**src/core/mmd_pkg.sv**
```systemverilog
// package: address map, flash geometry, timing and target codes
package mmd_pkg;

   localparam int          ADDR_W          = 24;
   localparam int          SEG_W           = 8;
   localparam int          PAGE_W          = 2;
   localparam int          OFS_W           = 16;
   localparam logic [7:0]  SYS_SEG         = 8'h00;
   localparam int          NUM_SEGS        = 256;
   localparam int          SEG_BYTES       = 65536;
   localparam int          PAGE_BYTES      = 16384;

   localparam logic [23:0] FLASH_LO        = 24'hc00000;
   localparam logic [23:0] FLASH_HI_BIG    = 24'hc0ffff;
   localparam logic [23:0] FLASH_HI_SMALL  = 24'hc07fff;
   localparam logic [23:0] PROG_SRAM_LO    = 24'he00000;
   localparam logic [23:0] PROG_SRAM_HI    = 24'he007ff;
   localparam logic [23:0] DATA_SRAM_LO    = 24'h00c000;
   localparam logic [23:0] DATA_SRAM_HI    = 24'h00c7ff;
   localparam logic [23:0] DUAL_RAM_LO     = 24'h00f600;
   localparam logic [23:0] DUAL_RAM_HI     = 24'h00fdff;
   localparam logic [23:0] DUAL_RAM_BIT_LO = 24'h00fd00;
   localparam logic [23:0] SPEC_REGS_LO    = 24'h00fe00;
   localparam logic [23:0] SPEC_REGS_HI    = 24'h00ffff;
   localparam logic [23:0] EXT_REGS_LO     = 24'h00f000;
   localparam logic [23:0] EXT_REGS_HI     = 24'h00f1ff;
   localparam logic [23:0] FREG_LO         = 24'hfff000;
   localparam logic [23:0] FREG_HI         = 24'hffffff;
   localparam logic [15:0] TRAP_CODE       = 16'h1e9b;

   localparam int          SMALL_SECT_B    = 8192;
   localparam int          BIG_SECT_B      = 32768;
   localparam int          NUM_SMALL_SECT  = 4;
   localparam int          PROG_BLOCK_B    = 128;
   localparam int          FLASH_RD_W      = 64;
   localparam int          ECC_W           = 8;

   localparam int          CLK_MHZ         = 100;
   localparam int          PROG_MAX_US     = 5000;
   localparam int          PROG_TYP_US     = 2000;
   localparam int          ERASE_MAX_US    = 500000;
   localparam int          ERASE_TYP_US    = 200000;
   localparam int          PROG_TYP_CYC    = PROG_TYP_US * CLK_MHZ;
   localparam int          ERASE_TYP_CYC   = ERASE_TYP_US * CLK_MHZ;
   localparam int          PROG_MAX_CYC    = PROG_MAX_US * CLK_MHZ;
   localparam int          ERASE_MAX_CYC   = ERASE_MAX_US * CLK_MHZ;

   localparam logic [15:0] PWD_FIRST       = 16'ha5a5;
   localparam logic [15:0] PWD_SECOND      = 16'h5a5a;
   localparam int          UNLOCK_CYC      = 1024;

   typedef enum logic [6:0] {
      MMD_TGT_NONE      = 7'h00,
      MMD_TGT_FLASH     = 7'h01,
      MMD_TGT_PROG_SRAM = 7'h02,
      MMD_TGT_DATA_SRAM = 7'h04,
      MMD_TGT_DUAL_RAM  = 7'h08,
      MMD_TGT_SPEC_REGS = 7'h10,
      MMD_TGT_EXT_REGS  = 7'h20,
      MMD_TGT_FREG      = 7'h40
   } mmd_tgt_e;

   typedef enum logic [2:0] {
      MMD_FL_IDLE  = 3'b001,
      MMD_FL_PROG  = 3'b010,
      MMD_FL_ERASE = 3'b100
   } mmd_fl_e;

endpackage : mmd_pkg

```
**src/core/mmd_region_dec.sv**
```systemverilog
// region decoder: one-hot target from a 24-bit address
`timescale 1ns/1ps
module mmd_region_dec
   import mmd_pkg::*;
#(
   parameter bit BIG_FLASH = 1'b1
)(
   // address in
   input  wire logic [23:0] addr,
   // decode out
   output mmd_tgt_e         tgt,
   output logic             bit_addr,
   output logic             err
);

   function automatic logic in_rng(input logic [23:0] a,
                                   input logic [23:0] lo,
                                   input logic [23:0] hi);
      in_rng = (a >= lo) && (a <= hi);
   endfunction : in_rng

   logic sys_seg;
   logic [23:0] fl_hi;

   assign sys_seg = (addr[23:16] == SYS_SEG);
   assign fl_hi   = BIG_FLASH ? FLASH_HI_BIG : FLASH_HI_SMALL;

   // pure combinational, priority chain gives at most one target, none when no range matches
   always_comb begin
      tgt = MMD_TGT_NONE;
      if (in_rng(addr, FREG_LO, FREG_HI)) begin
         tgt = MMD_TGT_FREG;
      end else if (in_rng(addr, FLASH_LO, fl_hi)) begin
         tgt = MMD_TGT_FLASH;
      end else if (in_rng(addr, PROG_SRAM_LO, PROG_SRAM_HI)) begin
         tgt = MMD_TGT_PROG_SRAM;
      end else if (sys_seg && BIG_FLASH &&
                   in_rng(addr, DATA_SRAM_LO, DATA_SRAM_HI)) begin
         tgt = MMD_TGT_DATA_SRAM;
      end else if (sys_seg && in_rng(addr, DUAL_RAM_LO, DUAL_RAM_HI)) begin
         tgt = MMD_TGT_DUAL_RAM;
      end else if (sys_seg && in_rng(addr, SPEC_REGS_LO, SPEC_REGS_HI)) begin
         tgt = MMD_TGT_SPEC_REGS;
      end else if (sys_seg && in_rng(addr, EXT_REGS_LO, EXT_REGS_HI)) begin
         tgt = MMD_TGT_EXT_REGS;
      end
   end

   // top 256 bytes of dual-port ram plus both register areas
   assign bit_addr = (tgt == MMD_TGT_DUAL_RAM && addr >= DUAL_RAM_BIT_LO) ||
                     tgt == MMD_TGT_SPEC_REGS ||
                     tgt == MMD_TGT_EXT_REGS;
   assign err      = (tgt == MMD_TGT_NONE);

endmodule : mmd_region_dec

```
**src/core/mmd_ecc.sv**
```systemverilog
// single-error correcting check over a 64-bit flash word
`timescale 1ns/1ps
module mmd_ecc
   import mmd_pkg::*;
(
   // raw word
   input  wire logic [63:0] data_in,
   input  wire logic [7:0]  chk_in,
   // corrected word
   output logic [63:0]      data_out,
   output logic             corrected
);

   function automatic logic [7:0] syn_of(input logic [63:0] d);
      logic [7:0] s;
      s = 8'h00;
      for (int i = 0; i < 64; i++) begin
         if (d[i]) begin
            s = s ^ 8'(i + 1);
         end
      end
      syn_of = s;
   endfunction : syn_of

   logic [7:0] syn;

   assign syn = syn_of(data_in) ^ chk_in;

   always_comb begin
      data_out = data_in;
      for (int i = 0; i < 64; i++) begin
         if (syn == 8'(i + 1)) begin
            data_out[i] = ~data_in[i];
         end
      end
   end

   assign corrected = (syn != 8'h00);

endmodule : mmd_ecc

```
**src/core/mmd_memory_map_address_decoder.sv**
```systemverilog
// memory map decoder: fetch and data routing, flash control
`timescale 1ns/1ps
//////////////////////////////////////////////////////////////////////////////
// Functional notes
// - linear 16 MB, 256 segments, 16K pages
// - byte and word access everywhere
// - data memories and registers only in segment 0
// - fetches go via program-side manager only
// - data goes via data-side manager
// - system bus links data side to program memories, one way
// - flash C0'0000 to C0'FFFF or C0'7FFF
// - four 8K sectors, 32K sector, 128B blocks
// - write protect per pair of small sectors
// - read protect, password unlocks temporarily
// - flash reads 64 bits in one cycle
// - flash reads pass error correction
// - program 2-5 ms, erase 200-500 ms
// - program sram E0'0000 to E0'07FF
// - data sram 00'C000 to 00'C7FF, big only
// - dual-port ram 00'F600 to 00'FDFF
// - top 256 dual-port bytes bit addressable
// - register areas FE00-FFFF and F000-F1FF
// - flash register space returns trap code
//////////////////////////////////////////////////////////////////////////////
module mmd_memory_map_address_decoder
   import mmd_pkg::*;
#(
   parameter bit BIG_FLASH    = 1'b1,
   parameter int PROG_CYCLES  = PROG_TYP_CYC,
   parameter int ERASE_CYCLES = ERASE_TYP_CYC
)(
   // clock and reset
   input  wire logic        CLK,
   input  wire logic        RST,
   // instruction fetch port
   input  wire logic        FETCH_REQ,
   input  wire logic [23:0] FETCH_ADDR,
   output logic             FETCH_VALID,
   output logic [63:0]      FETCH_DATA,
   output logic             FETCH_ERR,
   // data access port
   input  wire logic        DATA_REQ,
   input  wire logic [23:0] DATA_ADDR,
   input  wire logic        DATA_WE,
   input  wire logic        DATA_BYTE,
   input  wire logic [15:0] DATA_WDATA,
   output logic             DATA_VALID,
   output logic [15:0]      DATA_RDATA,
   output logic             DATA_ERR,
   output logic             DATA_BIT_OK,
   // flash array
   output logic [23:0]      FL_ADDR,
   input  wire logic [63:0] FL_RDATA,
   input  wire logic [7:0]  FL_RCHK,
   // program sram
   output logic             PS_SEL,
   output logic [23:0]      PS_ADDR,
   output logic             PS_WE,
   output logic [1:0]       PS_BE,
   output logic [15:0]      PS_WDATA,
   input  wire logic [63:0] PS_RDATA,
   // data-side targets
   output logic [6:0]       DS_SEL,
   output logic [23:0]      DS_ADDR,
   output logic             DS_WE,
   output logic [1:0]       DS_BE,
   output logic [15:0]      DS_WDATA,
   input  wire logic [15:0] DS_RDATA,
   // flash control
   input  wire logic        FC_PROG,
   input  wire logic        FC_ERASE,
   input  wire logic [2:0]  FC_SECTOR,
   input  wire logic [1:0]  FC_WP_PAIR,
   input  wire logic        FC_RP_EN,
   input  wire logic        FC_PWD_VALID,
   input  wire logic [15:0] FC_PWD,
   output logic             FC_BUSY,
   output logic             FC_DONE,
   output logic             FC_REFUSED,
   output logic             FC_UNLOCKED,
   output logic [15:0]      FC_SECT_ERASED
);

   mmd_tgt_e    f_tgt, d_tgt;
   logic        f_err, d_err, d_bit;
   logic [63:0] ecc_data;
   logic        ecc_fix;
   logic        rd_blocked;
   logic        d_to_prog;
   logic [1:0]  be;

   ////////////////////////////////////////////////////////////////////////////
   // decode both ports
   mmd_region_dec #(.BIG_FLASH(BIG_FLASH)) u_fdec (
      .addr     (FETCH_ADDR),
      .tgt      (f_tgt),
      .bit_addr (),
      .err      (f_err)
   );

   mmd_region_dec #(.BIG_FLASH(BIG_FLASH)) u_ddec (
      .addr     (DATA_ADDR),
      .tgt      (d_tgt),
      .bit_addr (d_bit),
      .err      (d_err)
   );

   mmd_ecc u_ecc (
      .data_in   (FL_RDATA),
      .chk_in    (FL_RCHK),
      .data_out  (ecc_data),
      .corrected (ecc_fix)
   );

   ////////////////////////////////////////////////////////////////////////////
   // read protection and password unlock
   logic        pwd_step_r;
   logic [10:0] unlock_cnt_r;

   always_ff @(posedge CLK or posedge RST) begin
      if (RST) begin
         pwd_step_r   <= 1'b0;
         unlock_cnt_r <= 11'h000;
      end else begin
         if (unlock_cnt_r != 11'h000) begin
            unlock_cnt_r <= unlock_cnt_r - 11'h001;
         end
         if (FC_PWD_VALID) begin
            if (!pwd_step_r && FC_PWD == PWD_FIRST) begin
               pwd_step_r <= 1'b1;
            end else if (pwd_step_r && FC_PWD == PWD_SECOND) begin
               pwd_step_r   <= 1'b0;
               unlock_cnt_r <= 11'(UNLOCK_CYC);
            end else begin
               pwd_step_r <= 1'b0;
            end
         end
      end
   end

   assign FC_UNLOCKED = (unlock_cnt_r != 11'h000);
   assign rd_blocked  = FC_RP_EN && !FC_UNLOCKED;

   ////////////////////////////////////////////////////////////////////////////
   // byte enables from width and address bit 0
   assign be = DATA_BYTE ? (DATA_ADDR[0] ? 2'b10 : 2'b01) : 2'b11;

   // data requests to flash or program sram cross the system bus
   assign d_to_prog = DATA_REQ &&
      (d_tgt == MMD_TGT_FLASH || d_tgt == MMD_TGT_PROG_SRAM);

   // flash address: fetch wins, data operand reads otherwise
   assign FL_ADDR = (FETCH_REQ && f_tgt == MMD_TGT_FLASH) ?
                    FETCH_ADDR : DATA_ADDR;

   // program sram: written by data side over the system bus
   assign PS_SEL   = (FETCH_REQ && f_tgt == MMD_TGT_PROG_SRAM) ||
                     (d_to_prog && d_tgt == MMD_TGT_PROG_SRAM);
   assign PS_ADDR  = (FETCH_REQ && f_tgt == MMD_TGT_PROG_SRAM) ?
                     FETCH_ADDR : DATA_ADDR;
   assign PS_WE    = d_to_prog && d_tgt == MMD_TGT_PROG_SRAM &&
                     DATA_WE && !(FETCH_REQ && f_tgt == MMD_TGT_PROG_SRAM);
   assign PS_BE    = be;
   assign PS_WDATA = DATA_WDATA;

   // data-side manager drives system-segment targets and flash register space
   assign DS_SEL   = DATA_REQ && !d_to_prog ? 7'(d_tgt) : 7'h00;
   assign DS_ADDR  = DATA_ADDR;
   assign DS_WE    = DATA_WE && DATA_REQ && !d_to_prog &&
                     d_tgt != MMD_TGT_FREG;
   assign DS_BE    = be;
   assign DS_WDATA = DATA_WDATA;

   ////////////////////////////////////////////////////////////////////////////
   // fetch answer, one cycle after request
   always_ff @(posedge CLK or posedge RST) begin
      if (RST) begin
         FETCH_VALID <= 1'b0;
         FETCH_DATA  <= 64'h0;
         FETCH_ERR   <= 1'b0;
      end else begin
         FETCH_VALID <= FETCH_REQ;
         FETCH_ERR   <= FETCH_REQ && (f_err ||
            f_tgt == MMD_TGT_DATA_SRAM || f_tgt == MMD_TGT_DUAL_RAM ||
            f_tgt == MMD_TGT_SPEC_REGS || f_tgt == MMD_TGT_EXT_REGS ||
            f_tgt == MMD_TGT_FREG ||
            (f_tgt == MMD_TGT_FLASH && rd_blocked));
         if (FETCH_REQ && f_tgt == MMD_TGT_FLASH && !rd_blocked) begin
            FETCH_DATA <= ecc_data;
         end else if (FETCH_REQ && f_tgt == MMD_TGT_PROG_SRAM) begin
            FETCH_DATA <= PS_RDATA;
         end else begin
            FETCH_DATA <= 64'h0;
         end
      end
   end

   ////////////////////////////////////////////////////////////////////////////
   // data answer, one cycle after request
   logic [15:0] d_rd_nxt;
   logic [63:0] d_word64;

   assign d_word64 = (d_tgt == MMD_TGT_FLASH) ? ecc_data : PS_RDATA;

   always_comb begin
      d_rd_nxt = 16'h0000;
      if (d_tgt == MMD_TGT_FREG) begin
         d_rd_nxt = TRAP_CODE;
      end else if (d_to_prog) begin
         case (DATA_ADDR[2:1])
            2'b00:   d_rd_nxt = d_word64[15:0];
            2'b01:   d_rd_nxt = d_word64[31:16];
            2'b10:   d_rd_nxt = d_word64[47:32];
            default: d_rd_nxt = d_word64[63:48];
         endcase
         if (d_tgt == MMD_TGT_FLASH && rd_blocked) begin
            d_rd_nxt = 16'h0000;
         end
      end else if (!d_err) begin
         d_rd_nxt = DS_RDATA;
      end
      if (DATA_BYTE) begin
         d_rd_nxt = {8'h00, DATA_ADDR[0] ? d_rd_nxt[15:8]
                                         : d_rd_nxt[7:0]};
      end
   end

   // fetch holds the program memory port: a same-cycle data access to the same memory stalls
   logic d_ps_stall;
   assign d_ps_stall = d_to_prog && FETCH_REQ &&
                       ((d_tgt == MMD_TGT_PROG_SRAM &&
                         f_tgt == MMD_TGT_PROG_SRAM) ||
                        (d_tgt == MMD_TGT_FLASH &&
                         f_tgt == MMD_TGT_FLASH));

   always_ff @(posedge CLK or posedge RST) begin
      if (RST) begin
         DATA_VALID  <= 1'b0;
         DATA_RDATA  <= 16'h0000;
         DATA_ERR    <= 1'b0;
         DATA_BIT_OK <= 1'b0;
      end else begin
         DATA_VALID  <= DATA_REQ && !d_ps_stall;
         DATA_ERR    <= DATA_REQ && !d_ps_stall && (d_err ||
            (d_tgt == MMD_TGT_FLASH && (DATA_WE || rd_blocked)));
         DATA_BIT_OK <= DATA_REQ && d_bit;
         DATA_RDATA  <= (DATA_REQ && !DATA_WE) ? d_rd_nxt : 16'h0000;
      end
   end

   ////////////////////////////////////////////////////////////////////////////
   // program / erase sequencer
   mmd_fl_e     fl_st_r;
   logic [31:0] fl_cnt_r;
   logic [2:0]  fl_sect_r;
   logic        sect_ok, sect_wp;

   // sectors 0..3 small, 4 is the large one on the big part only
   assign sect_ok = (FC_SECTOR < 3'(NUM_SMALL_SECT)) ||
                    (BIG_FLASH && FC_SECTOR == 3'(NUM_SMALL_SECT));
   assign sect_wp = (FC_SECTOR < 3'(NUM_SMALL_SECT)) &&
                    FC_WP_PAIR[FC_SECTOR[1]];

   always_ff @(posedge CLK or posedge RST) begin
      if (RST) begin
         fl_st_r    <= MMD_FL_IDLE;
         fl_cnt_r   <= 32'h0;
         fl_sect_r  <= 3'h0;
         FC_DONE    <= 1'b0;
         FC_REFUSED <= 1'b0;
      end else begin
         FC_DONE    <= 1'b0;
         FC_REFUSED <= 1'b0;
         case (fl_st_r)
            MMD_FL_IDLE: begin
               if (FC_PROG || FC_ERASE) begin
                  if (!sect_ok || sect_wp || rd_blocked) begin
                     FC_REFUSED <= 1'b1;
                  end else begin
                     fl_sect_r <= FC_SECTOR;
                     fl_st_r   <= FC_ERASE ? MMD_FL_ERASE : MMD_FL_PROG;
                     fl_cnt_r  <= FC_ERASE ? 32'(ERASE_CYCLES - 1)
                                           : 32'(PROG_CYCLES - 1);
                  end
               end
            end
            MMD_FL_PROG, MMD_FL_ERASE: begin
               if (fl_cnt_r == 32'h0) begin
                  fl_st_r <= MMD_FL_IDLE;
                  FC_DONE <= 1'b1;
               end else begin
                  fl_cnt_r <= fl_cnt_r - 32'h1;
               end
            end
            default: fl_st_r <= MMD_FL_IDLE;
         endcase
      end
   end

   assign FC_BUSY = (fl_st_r != MMD_FL_IDLE);

   // sector flags, set when a program or an erase completes, one bit per sector
   logic [15:0] erased_r;
   always_ff @(posedge CLK or posedge RST) begin
      if (RST) begin
         erased_r <= 16'h0000;
      end else if (FC_DONE) begin
         erased_r[fl_sect_r] <= (fl_st_r == MMD_FL_IDLE);
      end
   end
   assign FC_SECT_ERASED = erased_r;

   ////////////////////////////////////////////////////////////////////////////
   // checks
   fetch_err_a: assert property (@(posedge CLK) disable iff (RST)
      FETCH_REQ && f_tgt == MMD_TGT_NONE |=> FETCH_ERR && FETCH_DATA == 0)
      else $error("reserved fetch not flagged");
   trap_code_a: assert property (@(posedge CLK) disable iff (RST)
      DATA_REQ && !DATA_WE && !DATA_BYTE && d_tgt == MMD_TGT_FREG
      |=> DATA_RDATA == TRAP_CODE)
      else $error("trap code missing");
   seg_zero_a: assert property (@(posedge CLK) disable iff (RST)
      DATA_ADDR[23:16] != 8'h00 |-> d_tgt inside {MMD_TGT_NONE,
      MMD_TGT_FLASH, MMD_TGT_PROG_SRAM, MMD_TGT_FREG})
      else $error("system target outside segment 0");
   one_hot_a: assert property (@(posedge CLK) disable iff (RST)
      $onehot0(DS_SEL))
      else $error("several targets selected");
   fetch_lat_a: assert property (@(posedge CLK) disable iff (RST)
      FETCH_REQ |=> FETCH_VALID)
      else $error("fetch not one cycle");
   wp_pair_a: assert property (@(posedge CLK) disable iff (RST)
      !FC_BUSY && FC_PROG && FC_SECTOR < 3'h4 && FC_WP_PAIR[FC_SECTOR[1]]
      |=> FC_REFUSED && !FC_BUSY)
      else $error("protected pair not refused");
   rd_prot_a: assert property (@(posedge CLK) disable iff (RST)
      FETCH_REQ && f_tgt == MMD_TGT_FLASH && rd_blocked |=> FETCH_ERR)
      else $error("read protection bypassed");
   ds_route_a: assert property (@(posedge CLK) disable iff (RST)
      DATA_REQ && d_tgt == MMD_TGT_DATA_SRAM |-> DS_SEL == 7'h04 && !PS_WE)
      else $error("data sram not via data side");
   byte_be_a: assert property (@(posedge CLK) disable iff (RST)
      DATA_REQ && DATA_BYTE |-> $onehot(DS_BE))
      else $error("byte access not one lane");
   fetch_flash_c: cover property (@(posedge CLK) disable iff (RST)
      FETCH_REQ && f_tgt == MMD_TGT_FLASH ##1 FETCH_VALID);
   sysbus_c: cover property (@(posedge CLK) disable iff (RST)
      FETCH_REQ && d_to_prog);
   unlock_c: cover property (@(posedge CLK) disable iff (RST)
      $rose(FC_UNLOCKED));
   ecc_fix_c: cover property (@(posedge CLK) disable iff (RST)
      FETCH_REQ && f_tgt == MMD_TGT_FLASH && ecc_fix);

endmodule : mmd_memory_map_address_decoder

```
**config.mk**
```make
export PLATFORM = sky130hd
export DESIGN_NAME = mmd_memory_map_address_decoder
export DESIGN_NICKNAME = d
export VERILOG_FILES = /design/src/core/mmd_pkg.sv /design/src/core/mmd_region_dec.sv /design/src/core/mmd_ecc.sv /design/src/core/mmd_memory_map_address_decoder.sv
export SDC_FILE = /design/constraint.sdc
export NUM_CORES = 1
export LEC_CHECK = 0
export BUFFER_PORTS_ARGS = -buffer_cell sky130_fd_sc_hd__buf_4
export CAP_MARGIN = 20
export CORE_AREA = 2 2 184 186
export CTS_CLUSTER_DIAMETER = 30
export DETAILED_ROUTE_END_ITERATION = 16
export DIE_AREA = 0 0 186 188
export PLACE_DENSITY = 0.63
export SETUP_SLACK_MARGIN = 0.05
export SLEW_MARGIN = 20
export SYNTH_ARGS = -nofsm -noshare
export SYNTH_HDL_FRONTEND = slang
export SYNTH_SLANG_ARGS = --single-unit
```
**constraint.sdc**
```tcl
create_clock -name CLK -period 7.9 [get_ports CLK]
set_clock_uncertainty 0.15 [all_clocks]
set_input_delay 1.58 -clock CLK [delete_from_list [all_inputs] [get_ports CLK]]
set_output_delay 1.58 -clock CLK [all_outputs]
set_load 0.005 [all_outputs]
```
Word-level counts from Yosys, hierarchy flattened
Cells that the tools add are included.
Word-level totals
  register bits: 153
  input port bits: 247
  output and inout port bits: 223
  word-level logic and storage cells: 541
Cells by class
  $add $sub $neg: 2
  magnitude comparators: 33
  equality and inequality tests: 91
  multiplexer cells: 183
  bitwise operators: 129
  reductions and logical operators: 88
Operator list (count)
  8-bit by 6-bit equality test with 1-bit output, second input constant: 32
  24-bit by 16-bit greater-or-equal comparator with 1-bit output, second input constant: 9
  6-bit two-way mux: 34
  24-bit by 16-bit <= comparator with 1-bit output, second input constant: 8
  64-bit two-way mux: 3
  24-bit greater-or-equal comparator, second input constant: 6
  24-bit <= comparator, second input constant: 6
  8-bit by 5-bit equality test with 1-bit output, second input constant: 16
  7-bit two-way mux: 14
  16-bit two-way mux: 6
  32-bit two-way mux: 3
  5-bit two-way mux: 16
  1-bit two-way mux: 74
  1-bit NOT: 65
  8-bit by 4-bit equality test with 1-bit output, second input constant: 8
  32-bit case mux with 2 select lines: 1
  3-bit NOT: 20
  4-bit NOT: 15
  1-bit logical AND: 51
  24-bit two-way mux: 2
  16-bit case mux with 3 select lines: 1
  11-bit two-way mux: 4
  8-bit by 3-bit equality test with 1-bit output, second input constant: 4
  32-bit logical NOT: 1
  other kinds (49): 127

Longest topological paths before layout
Gate-level depths: netlist of run 1.
  depth after elaboration: 132
  depth in mapped cells: 14
  gate-level depth less buffers: 13

Cells and area by module
From an unflattened synthesis of run 1, not the netlist that was laid out.
Second synthesis, totals
  cell total of the unflattened synthesis: 1164
  area total of the unflattened synthesis: 11823.8 µm²
By module, submodules not included
  mmd_memory_map_address_decoder: instances 1, cells an instance 831, area an instance 8913.5 µm²
  mmd_ecc: instances 1, cells an instance 268, area an instance 2483.6 µm²
  mmd_region_dec (u_ddec): instances 1, cells an instance 34, area an instance 226.5 µm²
  mmd_region_dec (u_fdec): instances 1, cells an instance 31, area an instance 200.2 µm²

Worst setup path after synthesis of run 1
OpenSTA, ideal clock, no wires.
  path kind: input -> output
  start point: input port FETCH_ADDR[15]
  end point: output port PS_ADDR[10]
  data arrival time: 3.748 ns
  required time: 6.170 ns
  setup slack: 2.422 ns
  stages: 6
  buffers on the path: 2
  cell sequence: or4b_2 > nor4_1 > and2_1 > clkbuf_1 > buf_1 > mux2_2
On the way
  cells in the longest elaborated chain, start to end: 13
  elaborated cells on any way between the ends: 35
Ends and longest elaborated chain
  start: declaration: line mmd_memory_map_address_decoder.sv:37  | input wire logic [23:0] FETCH_ADDR,
  24-bit by 16-bit greater-or-equal comparator with 1-bit output or 24-bit by 16-bit <= comparator with 1-bit output (tied branches): line mmd_region_dec.sv:19  | in_rng = (a >= lo) && (a <= hi);
  1-bit logical AND: line mmd_region_dec.sv:19
  1-bit logical AND: line mmd_region_dec.sv:44  | end else if (sys_seg && in_rng(addr, EXT_REGS_LO, EXT_REGS_HI)) begin
  6-bit two-way mux: line mmd_region_dec.sv:44
  7-bit two-way mux: line mmd_region_dec.sv:42  | end else if (sys_seg && in_rng(addr, SPEC_REGS_LO, SPEC_REGS_HI)) begin
  7-bit two-way mux: line mmd_region_dec.sv:40  | end else if (sys_seg && in_rng(addr, DUAL_RAM_LO, DUAL_RAM_HI)) begin
  7-bit two-way mux: line mmd_region_dec.sv:37  | end else if (sys_seg && BIG_FLASH &&
  7-bit two-way mux: line mmd_region_dec.sv:35  | end else if (in_rng(addr, PROG_SRAM_LO, PROG_SRAM_HI)) begin
  7-bit two-way mux: line mmd_region_dec.sv:33  | end else if (in_rng(addr, FLASH_LO, fl_hi)) begin
  7-bit two-way mux *: line mmd_region_dec.sv:31  | if (in_rng(addr, FREG_LO, FREG_HI)) begin
  7-bit by 2-bit equality test with 1-bit output *: line mmd_memory_map_address_decoder.sv:159  | assign PS_ADDR = (FETCH_REQ && f_tgt == MMD_TGT_PROG_SRAM) ?
  1-bit logical AND *: line mmd_memory_map_address_decoder.sv:159
  24-bit two-way mux *: line mmd_memory_map_address_decoder.sv:159
  end: declaration: line mmd_memory_map_address_decoder.sv:57  | output logic [23:0] PS_ADDR,
Every way passes the cells marked *; elsewhere a longest branch is shown, timed or not.

Final worst setup path of run 1
  start point: input port FETCH_ADDR[15]
  end point: output port PS_ADDR[8]
Same word-level chain as after synthesis.

==> summary.txt, run 1 <==
Number of top-level design ports: 470
Initial antenna violation count: 2
R2r endpoint: fl_cnt_r[27]
Library cell occupying the most area in the post-synthesis netlist: sky130_fd_sc_hd__dfrtp_1
Most frequent cells in the layout: sky130_fd_sc_hd__buf_4, sky130_fd_sc_hd__dfrtp_1, sky130_fd_sc_hd__nand2_1
Synthesis-to-finish area growth: 32.4%
Number of I/O port buffers: 411
Cells after Synth: 1257
Sequential fraction of design power: 28.7%
Placed wire-length estimate: 37900 µm
Share of final-layout standard cells stronger than drive strength 1: 33.2%
Maximum buffer depth of the clock tree: 2
Arr. time, crit path: 4.10 ns
Data required time at the worst endpoint: 6.17 ns
Final setup viols: 0
Synth unique cells: 73
Switching power of the nets: 1.11 mW
Minimum setup slack among reg-to-reg paths: 4.03 ns
Master cell of the clock root buffer: sky130_fd_sc_hd__clkbuf_16
CTS sink cnt: 145
Iteration-0 DRC count of the detailed router: 1081
Cell area power density: 192 nW/µm²
Total track usage: 26.5%
Average vias per placed instance: 5.39
Post-route DRC violation count: 0
Fill cell count: 3275
Worst Hold Path Cells: 1
Power share of the clock group: 29.6%
Number of global-route vias before repair: 10534
Clock-pin slew on the worst setup and hold paths: 0.07 ns
Outcome: complete, no violations
Synth Flop Type: sky130_fd_sc_hd__dfrtp_1
Max-slew violations: 0
Count of vias placed by the detailed router: 10983
Unrepaired setup endpoints after global routing: no
Portion of the post-synthesis area used by sequential elements: 32.5%
Core area: 33100 µm²
EDFF count, synth: 0
Minimum clock period after layout: 5.83 ns
Worst Max-Slew Pin Slew: 1.09 ns
Site row count: 67
Setup Buffers After CTS: 0
Element type at the critical path start: input pin
Die area: 35000 µm²
Period utilisation layout: 73.8%
Netlist area before placement: 11200 µm²
Net switching share of the total power: 39.3%
TritonCTS clock tree: built
Largest net degree at the start of global routing: 77
Depth of the worst register-to-register path: 13
Headroom to the max-slew limit: 27.1%
LEAKAGE: 6.95 nW
Total Neg Setup Slack: 0 ns
Number of buffers added by the clock tree synthesis step: 17
Worst setup slack after placement: 2.10 ns
Async S/R FF share, synth: 100%
Setup WS post-layout: 2.07 ns
First-pass detailed-route iteration total: 7
Net count, final: 1826
Worst VDD drop: 0.156 mV
Post-placement cell count: 2006
GP Congestion: 0.949
Pwr Total: 2.83 mW
Average wire per standard cell: 23.3 µm
Type of the worst setup path: in -> out
Worst Hold Class: reg -> reg
Hold_buf cts: 0
H-tree lvl count: 4
Total wire length after detailed routing: 47500 µm
Filler-free cell count of the finished design: 2038
Part of the power in combinational logic: 41.7%
Maximum achievable frequency: 172 MHz
Post-route antenna net violation count: 0
Total global routing overflow: 0
Endpoints failing hold: 0
Mapped Avg Cell Area: 8.87 µm²
Critical register-to-register path startpoint: unlock_cnt_r[0]
Number of warnings issued by yosys: 0
HP Start: pwd_step_r
Overall die height: 188 µm
Post-CTS sizing: 0
Area share of the leading cell type in the synthesized netlist: 32.3%
Die extent in x: 186 µm
Flip-flop and latch count after synthesis: 145
CP Capture Type: output pin
Max Cap Viol: 0
Source-to-sink clock delay at the later pin of the worst-skew pair: 0.43 ns
Critical Path Fanout Max: 46
Effective utilization at floorplan: 33.7%
Worst Hold Path EP: pwd_step_r
Final worst hold slack: 0.334 ns
Internal: 1.72 mW
Top cells by area, synth: sky130_fd_sc_hd__dfrtp_1, sky130_fd_sc_hd__xnor2_1, sky130_fd_sc_hd__xnor3_1
Leading cell type in the layout, fill and taps excluded: sky130_fd_sc_hd__buf_4
First-pass GRT wire length: 67800 µm
-- worst max-delay path by stage --
| stage | from | endpoint | cells after the start |
|---|---|---|---|
| 6_report | FETCH_ADDR[15] | PS_ADDR[8] | 6 |
| 5_1_grt | FETCH_ADDR[15] | PS_ADDR[3] | 6 |
| 4_1_cts | FETCH_ADDR[15] | PS_ADDR[6] | 6 |
| 3_5_place_dp | FL_RDATA[20] | DATA_RDATA[0] | 11 |
| 3_3_place_gp | FL_RDATA[20] | DATA_RDATA[0] | 11 |
| 2_1_floorplan | RST | DATA_BIT_OK | 1 |
-- power groups by stage --
stage	registers (mW)	clock network, mW	logic [mW]
floorplan	0.810	0	0.801
global placement	0.822	0	1.14
detailed placement	0.825	0	1.16
CTS	0.811	0.852	1.16
global route	0.818	0.880	1.25
finish	0.812	0.838	1.18
-- kinds of logic (layout without fill, tap and decap cells) --
logic type                 Yosys count  in the layout  synth area share (%)
and+or+nand+nor                    477            477                  21.4
buffers and inverters              150            473                  7.54
muxes                               46             46                  5.60
adders and majority gates            2              2                 0.224
DFF                                145            145                  32.5
other                                1             11                0.0336
AOI/OAI and AO/OA                  274            274                  15.9
xor gates and xnor gates           162            162                  16.8
-- registers in the layout, summed over array words and instances, names as in the netlist --
| signal | flops |
|---|---|
| FETCH_VALID | 1 |
| fl_sect_r | 3 |
| FETCH_ERR | 1 |
| DATA_BIT_OK | 1 |
| pwd_step_r | 1 |
| DATA_ERR | 1 |
| fl_st_r | 3 |
| FC_DONE | 1 |
| DATA_RDATA | 16 |
| FC_REFUSED | 1 |
| FC_SECT_ERASED | 8 |
| fl_cnt_r | 32 |
| unlock_cnt_r | 11 |
| FETCH_DATA | 64 |
| DATA_VALID | 1 |
-- final cells by class --
type                            instances  area [µm²]  share of cell area [%]
Inverter                               19        76.3                   0.517
Clock inverter                         11         118                   0.796
Timing Repair Buffer                  423        3180                    21.5
Tap cell                              448         561                    3.79
Clock buffer                           20         467                    3.16
Sequential cell                       145        3630                    24.6
Antenna cell                            1        2.50                  0.0169
Multi-Input combinational cell        971        6750                    45.7
-- worst max-delay path, stage by stage --
cell,delay [ns]
sky130_fd_sc_hd__buf_4,0.12
sky130_fd_sc_hd__or4b_2,0.67
sky130_fd_sc_hd__nor4_1,0.56
sky130_fd_sc_hd__and2_4,0.62
sky130_fd_sc_hd__mux2_2,0.40
sky130_fd_sc_hd__buf_4,0.14
-- metal layers --
metal,share of wire (%),track usage [%]
met5,0.027,0
met3,8.8,5.81
met2,45,41.3
met1,43,36.8
met4,3.1,8.00
-- synthesized netlist by cell type, types with 19 or more instances --
master / instances
sky130_fd_sc_hd__o21ai_0: 73
sky130_fd_sc_hd__dfrtp_1: 144
sky130_fd_sc_hd__xnor2_1: 98
sky130_fd_sc_hd__a21oi_1: 54
sky130_fd_sc_hd__xnor3_1: 23
sky130_fd_sc_hd__nor3_1: 51
sky130_fd_sc_hd__nand2_1: 132
sky130_fd_sc_hd__clkbuf_1: 53
sky130_fd_sc_hd__a31oi_1: 19
sky130_fd_sc_hd__inv_1: 19
sky130_fd_sc_hd__or3_1: 28
sky130_fd_sc_hd__o21a_1: 22
sky130_fd_sc_hd__buf_4: 68
sky130_fd_sc_hd__nor2_1: 113
sky130_fd_sc_hd__nand2b_1: 29
sky130_fd_sc_hd__xor2_1: 29
sky130_fd_sc_hd__mux2_2: 31
-- metrics by stage --
step	instance area, µm²	util (%)
3_3_place_gp	14200	42.8
4_1_cts	14800	44.6
3_5_place_dp	14200	42.8
5_1_grt	14800	44.6
2_1_floorplan	11200	-
6_report	14800	44.6
Note: power is estimated with default switching activity, not from simulation.
==> run 2, diff against run 1 <==
--- a/config.mk
+++ b/config.mk
@@ -7,11 +7,11 @@
 export LEC_CHECK = 0
 export BUFFER_PORTS_ARGS = -buffer_cell sky130_fd_sc_hd__buf_4
 export CAP_MARGIN = 20
-export CORE_AREA = 2 2 184 186
+export CORE_AREA = 2 2 181 183
 export CTS_CLUSTER_DIAMETER = 30
 export DETAILED_ROUTE_END_ITERATION = 16
-export DIE_AREA = 0 0 186 188
-export PLACE_DENSITY = 0.63
+export DIE_AREA = 0 0 183 185
+export PLACE_DENSITY = 0.67
 export SETUP_SLACK_MARGIN = 0.05
 export SLEW_MARGIN = 20
 export SYNTH_ARGS = -nofsm -noshare
==> constraint.sdc (replaced) <==
create_clock -name CLK -period 4.8 [get_ports CLK]
set_clock_uncertainty 0.15 [all_clocks]
set_input_delay 0.96 -clock CLK [delete_from_list [all_inputs] [get_ports CLK]]
set_output_delay 0.96 -clock CLK [all_outputs]
set_load 0.005 [all_outputs]
==> run 2 against run 1 <==
Net effect:
- core utilization grew 2.2 points
- final area rose by 1.6%
- cell count down 0.34%
- setup slack got worse by 1.6 ns
- combinational power increased by 78%
- count of clock-buffer cells in the layout decreased by 2
- sequential share of layout area is 0.38 points lower
- die area down 3.2%
- worst hold slack lost 0.0092 ns
- critical path depth rose by 5
- critical path type is now in -> reg
- critical endpoint is now DATA_RDATA[4]
==> summary.txt, run 2 (synthesis results as in run 1) <==
Average vias per placed instance: 5.48 (was 5.39)
Critical Path Fanout Max: 8 (was 46)
Largest net degree at the start of global routing: 123 (was 77)
Area of the multi-input gates: 6750 µm² (unchanged)
Crit-path leading delay family: XOR/XNOR gates (was simple AND/OR/NAND/NOR gates)
Effective utilization at floorplan: 34.8% (was 33.7%)
Worst VDD drop: 0.268 mV (was 0.156 mV)
Number of flip-flops under the largest register name: 64 (unchanged)
Die area: 33900 µm² (was 35000 µm²)
Average wire per standard cell: 23.9 µm (was 23.3 µm)
TritonCTS clock tree: built (unchanged)
Worst Hold Path Cells: 1 (unchanged)
Total global routing overflow: 0 (unchanged)
Post-CTS sizing: 0 (unchanged)
Count of vias placed by the detailed router: 11125 (was 10983)
Worst Max-Slew Pin Slew: 0.945 ns (was 1.09 ns)
Critical path cell sequence: buf_4 -> xnor2_1 -> xnor3_1 -> xor2_1 -> xor3_1 -> or4_1 -> nor3_1 -> o31ai_1 -> mux4_2 -> o21ai_1 -> o22a_1 (was buf_4 -> or4b_2 -> nor4_1 -> and2_4 -> mux2_2 -> buf_4)
Source-to-sink clock delay at the later pin of the worst-skew pair: 0.43 ns (about the same)
Post-route DRC violation count: 0 (unchanged)
Worst Hold Class: reg -> reg (unchanged)
Period utilisation layout: 89.9%
CP peak stage delay: 0.72 ns (was 0.67 ns)
Iteration-0 DRC count of the detailed router: 1226 (was 1081)
Die extent in x: 183 µm (was 186 µm)
First-pass GRT wire length: 69500 µm (was 67800 µm)
LEAKAGE: 7.11 nW (was 6.95 nW)
Total Neg Setup Slack: 0 ns (unchanged)
Minimum clock period after layout: 4.32 ns
Net count, final: 1856 (was 1826)
Site row count: 66 (was 67)
Clock-pin slew on the worst setup and hold paths: 0.07 ns (about the same)
CP Capture Type: flip-flop (was output pin)
Cell area power density: 323 nW/µm² (was 192 nW/µm²)
Share of final-layout standard cells stronger than drive strength 1: 34.4% (was 33.2%)
Routing usage on met3: 8.71% (was 5.81%)
H-tree lvl count: 4 (unchanged)
Post-route antenna net violation count: 0 (unchanged)
Outcome: complete, no violations (unchanged)
Slowest stage cell on the critical path: sky130_fd_sc_hd__or4_1 (was sky130_fd_sc_hd__or4b_2)
Depth of the worst register-to-register path: 10 (was 13)
Final setup viols: 0 (unchanged)
CTS sink cnt: 145 (unchanged)
Type of the worst setup path: in -> reg (was in -> out)
Element type at the critical path start: input pin (unchanged)
Number of I/O port buffers: 411 (unchanged)
Leading cell type in the layout, fill and taps excluded: sky130_fd_sc_hd__buf_4 (unchanged)
Met1 Resource Use GR: 37.6% (was 36.8%)
Buffers & Inverters on Critical Path: 1 (was 2)
Fill cell count: 3114 (was 3275)
Critical register-to-register path startpoint: fl_cnt_r[5] (was unlock_cnt_r[0])
Arr. time, crit path: 4.53 ns (was 4.10 ns)
First-pass detailed-route iteration total: 5 (was 7)
Maximum achievable frequency: 232 MHz
Number of global-route vias before repair: 10636 (was 10534)
Worst Hold Path EP: pwd_step_r (unchanged)
Headroom to the max-slew limit: 36.8% (was 27.1%)
Core area: 32000 µm² (was 33100 µm²)
Most frequent cells in the layout: sky130_fd_sc_hd__buf_4, sky130_fd_sc_hd__dfrtp_1, sky130_fd_sc_hd__nand2_1 (unchanged)
Number of buffers added by the clock tree synthesis step: 17 (unchanged)
Placed wire-length estimate: 39700 µm (was 37900 µm)
Grt met2 use: 43.4% (was 41.3%)
Finished Core Util: 46.8% (was 44.6%)
Sequential cell area: 3630 µm² (unchanged)
Max Cap Viol: 0 (unchanged)
Unrepaired setup endpoints after global routing: no (unchanged)
Endpoints failing hold: 0 (unchanged)
Master cell of the clock root buffer: sky130_fd_sc_hd__clkbuf_16 (unchanged)
Synthesis-to-finish area growth: 34.5% (was 32.4%)
Top register by number of flip-flops: FETCH_DATA (unchanged)
Hold_buf cts: 0 (unchanged)
HP Start: pwd_step_r (unchanged)
Total track usage: 28.2% (was 26.5%)
R2r endpoint: fl_cnt_r[27] (unchanged)
GP Congestion: 1.00 (was 0.949)
Grt peak-use layer: met2 (unchanged)
Max-slew violations: 0 (unchanged)
Largest registers: FETCH_DATA (64), fl_cnt_r (32), DATA_RDATA (16) (unchanged)
Minimum setup slack among reg-to-reg paths: 1.03 ns (was 4.03 ns)
Setup Buffers After CTS: 0 (unchanged)
Maximum buffer depth of the clock tree: 2 (unchanged)
Data required time at the worst endpoint: 5.02 ns (was 6.17 ns)
Overall die height: 185 µm (was 188 µm)
Initial antenna violation count: 8 (was 2)
Number of top-level design ports: 470 (unchanged)
Final worst hold slack: 0.324 ns (was 0.334 ns)
Total wire length after detailed routing: 48600 µm (was 47500 µm)
==> run 2: changes by cell type in the layout (fill, tap and decap cells not counted), sizes merged <==
cell,change
clkbuf,-2
buf,+30
inv,+1
diode,+2
bufinv,+1
clkinvlp,+1
==> run 2: worst max path at each step <==
stage | start | end | slack (ns) | cells after the start
2_1_floorplan | FL_RDATA[10] | DATA_RDATA[3] | 0.53 | 12
3_3_place_gp | FL_RDATA[50] | DATA_RDATA[6] | 0.10 | 11
3_5_place_dp | FL_RDATA[22] | DATA_RDATA[3] | 0.08 | 11
4_1_cts | FL_RDATA[22] | DATA_RDATA[3] | 0.52 | 11
5_1_grt | FL_RDATA[22] | DATA_RDATA[4] | 0.32 | 11
6_report | FL_RDATA[22] | DATA_RDATA[4] | 0.48 | 11
==> run 2: power breakdown <==
| part | switching, mW | internal (mW) |
|---|---|---|
| Clock | 0.617 | 0.789 |
| Combinational | 1.20 | 0.909 |
| Sequential | 0.0643 | 1.27 |
| Total | 1.88 | 2.97 |
==> run 2: stage by stage <==
stage / area [µm²] / setup WS, ns / power (mW) / cells
after floorplan: 11200 / 0.531 / 2.65 / 1266
after global placement: 14400 / 0.102 / 3.37 / 1996
after global routing: 15000 / 0.325 / 5.04 / 2029
after CTS: 15000 / 0.519 / 4.83 / 2028
final: 15000 / 0.484 / 4.85 / 2031
after detailed placement: 14400 / 0.0755 / 3.41 / 1996
==> run 2: routing by layer <==
layer	wire length (µm)	vias up	share of wire (%)
met4	1530	12	3.1
li1	-	5062	-
met5	82	-	0.17
met3	4880	82	10
met2	21800	564	45
met1	20300	5405	42
==> run 2: final cells by class <==
cell class,count,area share [%]
diodes,3,0.0500
clock buffers,18,2.86
clock inverters,14,1.16
inverters,19,0.500
multi-input cells,971,44.9
flip-flops and latches,145,24.2
well taps,408,3.40
repair buffers,453,22.9
==> run 2: worst register-to-register path, stage by stage, from the launching register on <==
cell and delay, ns:
sky130_fd_sc_hd__dfrtp_1 0.40, sky130_fd_sc_hd__or4_1 0.56, sky130_fd_sc_hd__nor4_1 0.31, sky130_fd_sc_hd__nor2b_1 0.39, sky130_fd_sc_hd__nand2_1 0.15, sky130_fd_sc_hd__or2_2 0.35
sky130_fd_sc_hd__or3_1 0.46, sky130_fd_sc_hd__nor3b_1 0.45, sky130_fd_sc_hd__nor2b_1 0.23, sky130_fd_sc_hd__xnor2_1 0.13, sky130_fd_sc_hd__nor2_1 0.05
==> run 3, diff against run 2 <==
--- a/config.mk
+++ b/config.mk
@@ -11,6 +11,7 @@
 export CTS_CLUSTER_DIAMETER = 30
 export DETAILED_ROUTE_END_ITERATION = 16
 export DIE_AREA = 0 0 183 185
+export MAX_ROUTING_LAYER = met4
 export PLACE_DENSITY = 0.67
 export SETUP_SLACK_MARGIN = 0.05
 export SLEW_MARGIN = 20
==> run 3 against run 2 <==
Net effect:
- worst hold slack lost 0.00095 ns
- setup slack lost 0.092 ns
- wire length grew 0.38%
- count of clock-buffer cells in the layout is the same
- final area grew 0.65%
- first-iteration DRC count grew 6.3%
- global-route usage grew 1.3 points
- die area is the same
- cell count grew 0.49%
- maximum frequency shrank 2.1%
- register-to-register slack gained 0.02 ns
- combinational power grew 4%
- critical endpoint is now DATA_RDATA[7]
- largest power group unchanged
==> summary.txt, run 3 (synthesis results as in run 1) <==
Outcome: complete, no violations (unchanged)
Number of flip-flops under the largest register name: 64 (unchanged)
H-tree lvl count: 4 (unchanged)
Share of final-layout standard cells stronger than drive strength 1: 34.7% (was 34.4%)
Worst Hold Class: reg -> reg (unchanged)
CP Capture Type: flip-flop (unchanged)
First-pass detailed-route iteration total: 6 (was 5)
Sequential cell area: 3630 µm² (unchanged)
Placed wire-length estimate: 39900 µm (was 39700 µm)
Average wire per standard cell: 23.9 µm (about the same)
Part of the power in combinational logic: 43.9% (was 43.4%)
Most frequent cells in the layout: sky130_fd_sc_hd__buf_4, sky130_fd_sc_hd__dfrtp_1, sky130_fd_sc_hd__nand2_1 (unchanged)
Number of buffers added by the clock tree synthesis step: 17 (unchanged)
Synthesis-to-finish area growth: 35.4% (was 34.5%)
Site row count: 66 (unchanged)
Max Used Layer: met4 (was met5)
Average vias per placed instance: 5.44 (was 5.48)
Number of global-route vias before repair: 10440 (was 10636)
GP Congestion: 0.982 (was 1.00)
Max-slew violations: 0 (unchanged)
Setup Buffers After CTS: 0 (unchanged)
Net count, final: 1865 (was 1856)
Leading cell type in the layout, fill and taps excluded: sky130_fd_sc_hd__buf_4 (unchanged)
Finished Core Util: 47.1% (was 46.8%)
Top register by number of flip-flops: FETCH_DATA (unchanged)
Total track usage: 29.5% (was 28.2%)
Count of vias placed by the detailed router: 11094 (was 11125)
Initial antenna violation count: 3 (was 8)
Effective utilization at floorplan: 34.8% (unchanged)
Arr. time, crit path: 4.63 ns (was 4.53 ns)
Period utilisation layout: 91.8% (was 89.9%)
Worst Max-Slew Pin Slew: 0.958 ns (was 0.945 ns)
Sequential fraction of design power: 26.9% (was 27.6%)
TritonCTS clock tree: built (unchanged)
Hold_buf cts: 0 (unchanged)
Critical Path Fanout Max: 6 (was 8)
Power share of the clock group: 29.2% (was 29.0%)
Maximum buffer depth of the clock tree: 2 (unchanged)
Final setup viols: 0 (unchanged)
Core area: 32000 µm² (unchanged)
CTS sink cnt: 145 (unchanged)
Worst setup slack after placement: -0.0714 ns (was 0.0755 ns)
Iteration-0 DRC count of the detailed router: 1303 (was 1226)
LEAKAGE: 7.16 nW (was 7.11 nW)
Post-CTS sizing: 0 (unchanged)
Minimum setup slack among reg-to-reg paths: 1.05 ns (was 1.03 ns)
Master cell of the clock root buffer: sky130_fd_sc_hd__clkbuf_16 (unchanged)
Clock-pin slew on the worst setup and hold paths: 0.07 ns (about the same)
WL met3: 3900 µm (was 4880 µm)
Final worst hold slack: 0.324 ns (about the same)
Number of I/O port buffers: 411 (unchanged)
Minimum clock period after layout: 4.41 ns (was 4.32 ns)
Die area: 33900 µm² (unchanged)
Post-route DRC violation count: 0 (unchanged)
Pwr Total: 4.96 mW (was 4.85 mW)
Cell area reported after detailed placement: 14500 µm² (was 14400 µm²)
Area of the multi-input gates: 6750 µm² (unchanged)
First-pass GRT wire length: 70600 µm (was 69500 µm)
Setup WS post-layout: 0.391 ns (was 0.484 ns)
Total global routing overflow: 0 (unchanged)
Die extent in x: 183 µm (unchanged)
Total wire length after detailed routing: 48800 µm (was 48600 µm)
Element type at the critical path start: input pin (unchanged)
Source-to-sink clock delay at the later pin of the worst-skew pair: 0.43 ns (about the same)
Post-route antenna net violation count: 0 (unchanged)
Wl on met1: 21700 µm (was 20300 µm)
Endpoints failing hold: 0 (unchanged)
Switching power of the nets: 1.86 mW (was 1.88 mW)
Fill cell count: 3127 (was 3114)
Largest registers: FETCH_DATA (64), fl_cnt_r (32), DATA_RDATA (16) (unchanged)
Internal: 3.11 mW (was 2.97 mW)
Finished Cell Area: 15100 µm² (was 15000 µm²)
Cell area power density: 329 nW/µm² (was 323 nW/µm²)
Wire length on met2: 21900 µm (was 21800 µm)
Net switching share of the total power: 37.4% (was 38.7%)
Unrepaired setup endpoints after global routing: no (unchanged)
Data required time at the worst endpoint: 5.02 ns (about the same)
Headroom to the max-slew limit: 36.0% (was 36.8%)
Worst VDD drop: 0.264 mV (was 0.268 mV)
Largest net degree at the start of global routing: 94 (was 123)
Maximum achievable frequency: 227 MHz (was 232 MHz)
Type of the worst setup path: in -> reg (unchanged)
Overall die height: 185 µm (unchanged)
Max Cap Viol: 0 (unchanged)
Number of top-level design ports: 470 (unchanged)
run 3: changes by cell type in the layout (fill, tap and decap cells not counted), sizes merged:
| cell | previous run | this run |
|---|---|---|
| clkinv | 2 | 4 |
| inv | 26 | 19 |
| diode | 3 | 5 |
| clkinvlp | 3 | 5 |
| bufinv | 2 | 4 |
| buf | 453 | 462 |
run 3: final timing paths:
path                            depth (start not counted)         start              to
worst max-delay path                                   14  FL_RDATA[53]   DATA_RDATA[7]
worst min-delay path                                    1    pwd_step_r      pwd_step_r
worst max register to register                         10   fl_cnt_r[5]    fl_cnt_r[27]
worst min register to register                          1    pwd_step_r      pwd_step_r
max in group asynchronous                               3           RST  FETCH_DATA[44]
min in group asynchronous                               2           RST  FETCH_DATA[62]
run 3: power by group through the flow:
stage,registers [mW],logic [mW],clock network (mW)
2_1_floorplan,1.33,1.32,0
3_3_place_gp,1.35,2.13,0
3_5_place_dp,1.35,2.14,0
4_1_cts,1.33,2.15,1.47
5_1_grt,1.34,2.32,1.51
6_report,1.33,2.18,1.45
run 3: layout make-up:
| class | instances | area share (%) |
|---|---|---|
| diodes | 5 | 0.0828 |
| clock buffers | 18 | 2.84 |
| clock inverters | 13 | 1.23 |
| inverters | 19 | 0.497 |
| multi-input cells | 971 | 44.6 |
| flip-flops and latches | 145 | 24.0 |
| well taps | 408 | 3.38 |
| repair buffers | 462 | 23.3 |
run 3: stage by stage:
step | TNS (ns) | cells
after floorplan | 0 | 1266
after global routing | 0 | 2038
after CTS | 0 | 2036
after global placement | -0.147 | 2005
after detailed placement | -0.129 | 2005
final | 0 | 2041
run 3: per-layer routing:
| metal | global-route usage [%] | vias up |
|---|---|---|
| met2 | 44.1 | 550 |
| met1 | 40.3 | 5385 |
| met3 | 6.27 | 71 |
| met4 | 8.61 | 0 |
| li1 | - | 5088 |
| met5 | - | - |
run 3: critical path, stage by stage:
cell and delay (ns):
sky130_fd_sc_hd__buf_4 0.15, sky130_fd_sc_hd__xor2_1 0.17, sky130_fd_sc_hd__xnor2_1 0.29, sky130_fd_sc_hd__xnor3_1 0.54, sky130_fd_sc_hd__xnor3_1 0.47, sky130_fd_sc_hd__buf_4 0.15, sky130_fd_sc_hd__nand4_1 0.26, sky130_fd_sc_hd__buf_4 0.26
sky130_fd_sc_hd__or3_1 0.36, sky130_fd_sc_hd__nand3_1 0.09, sky130_fd_sc_hd__a31oi_1 0.14, sky130_fd_sc_hd__buf_4 0.17, sky130_fd_sc_hd__a311oi_1 0.38, sky130_fd_sc_hd__o2111a_1 0.22
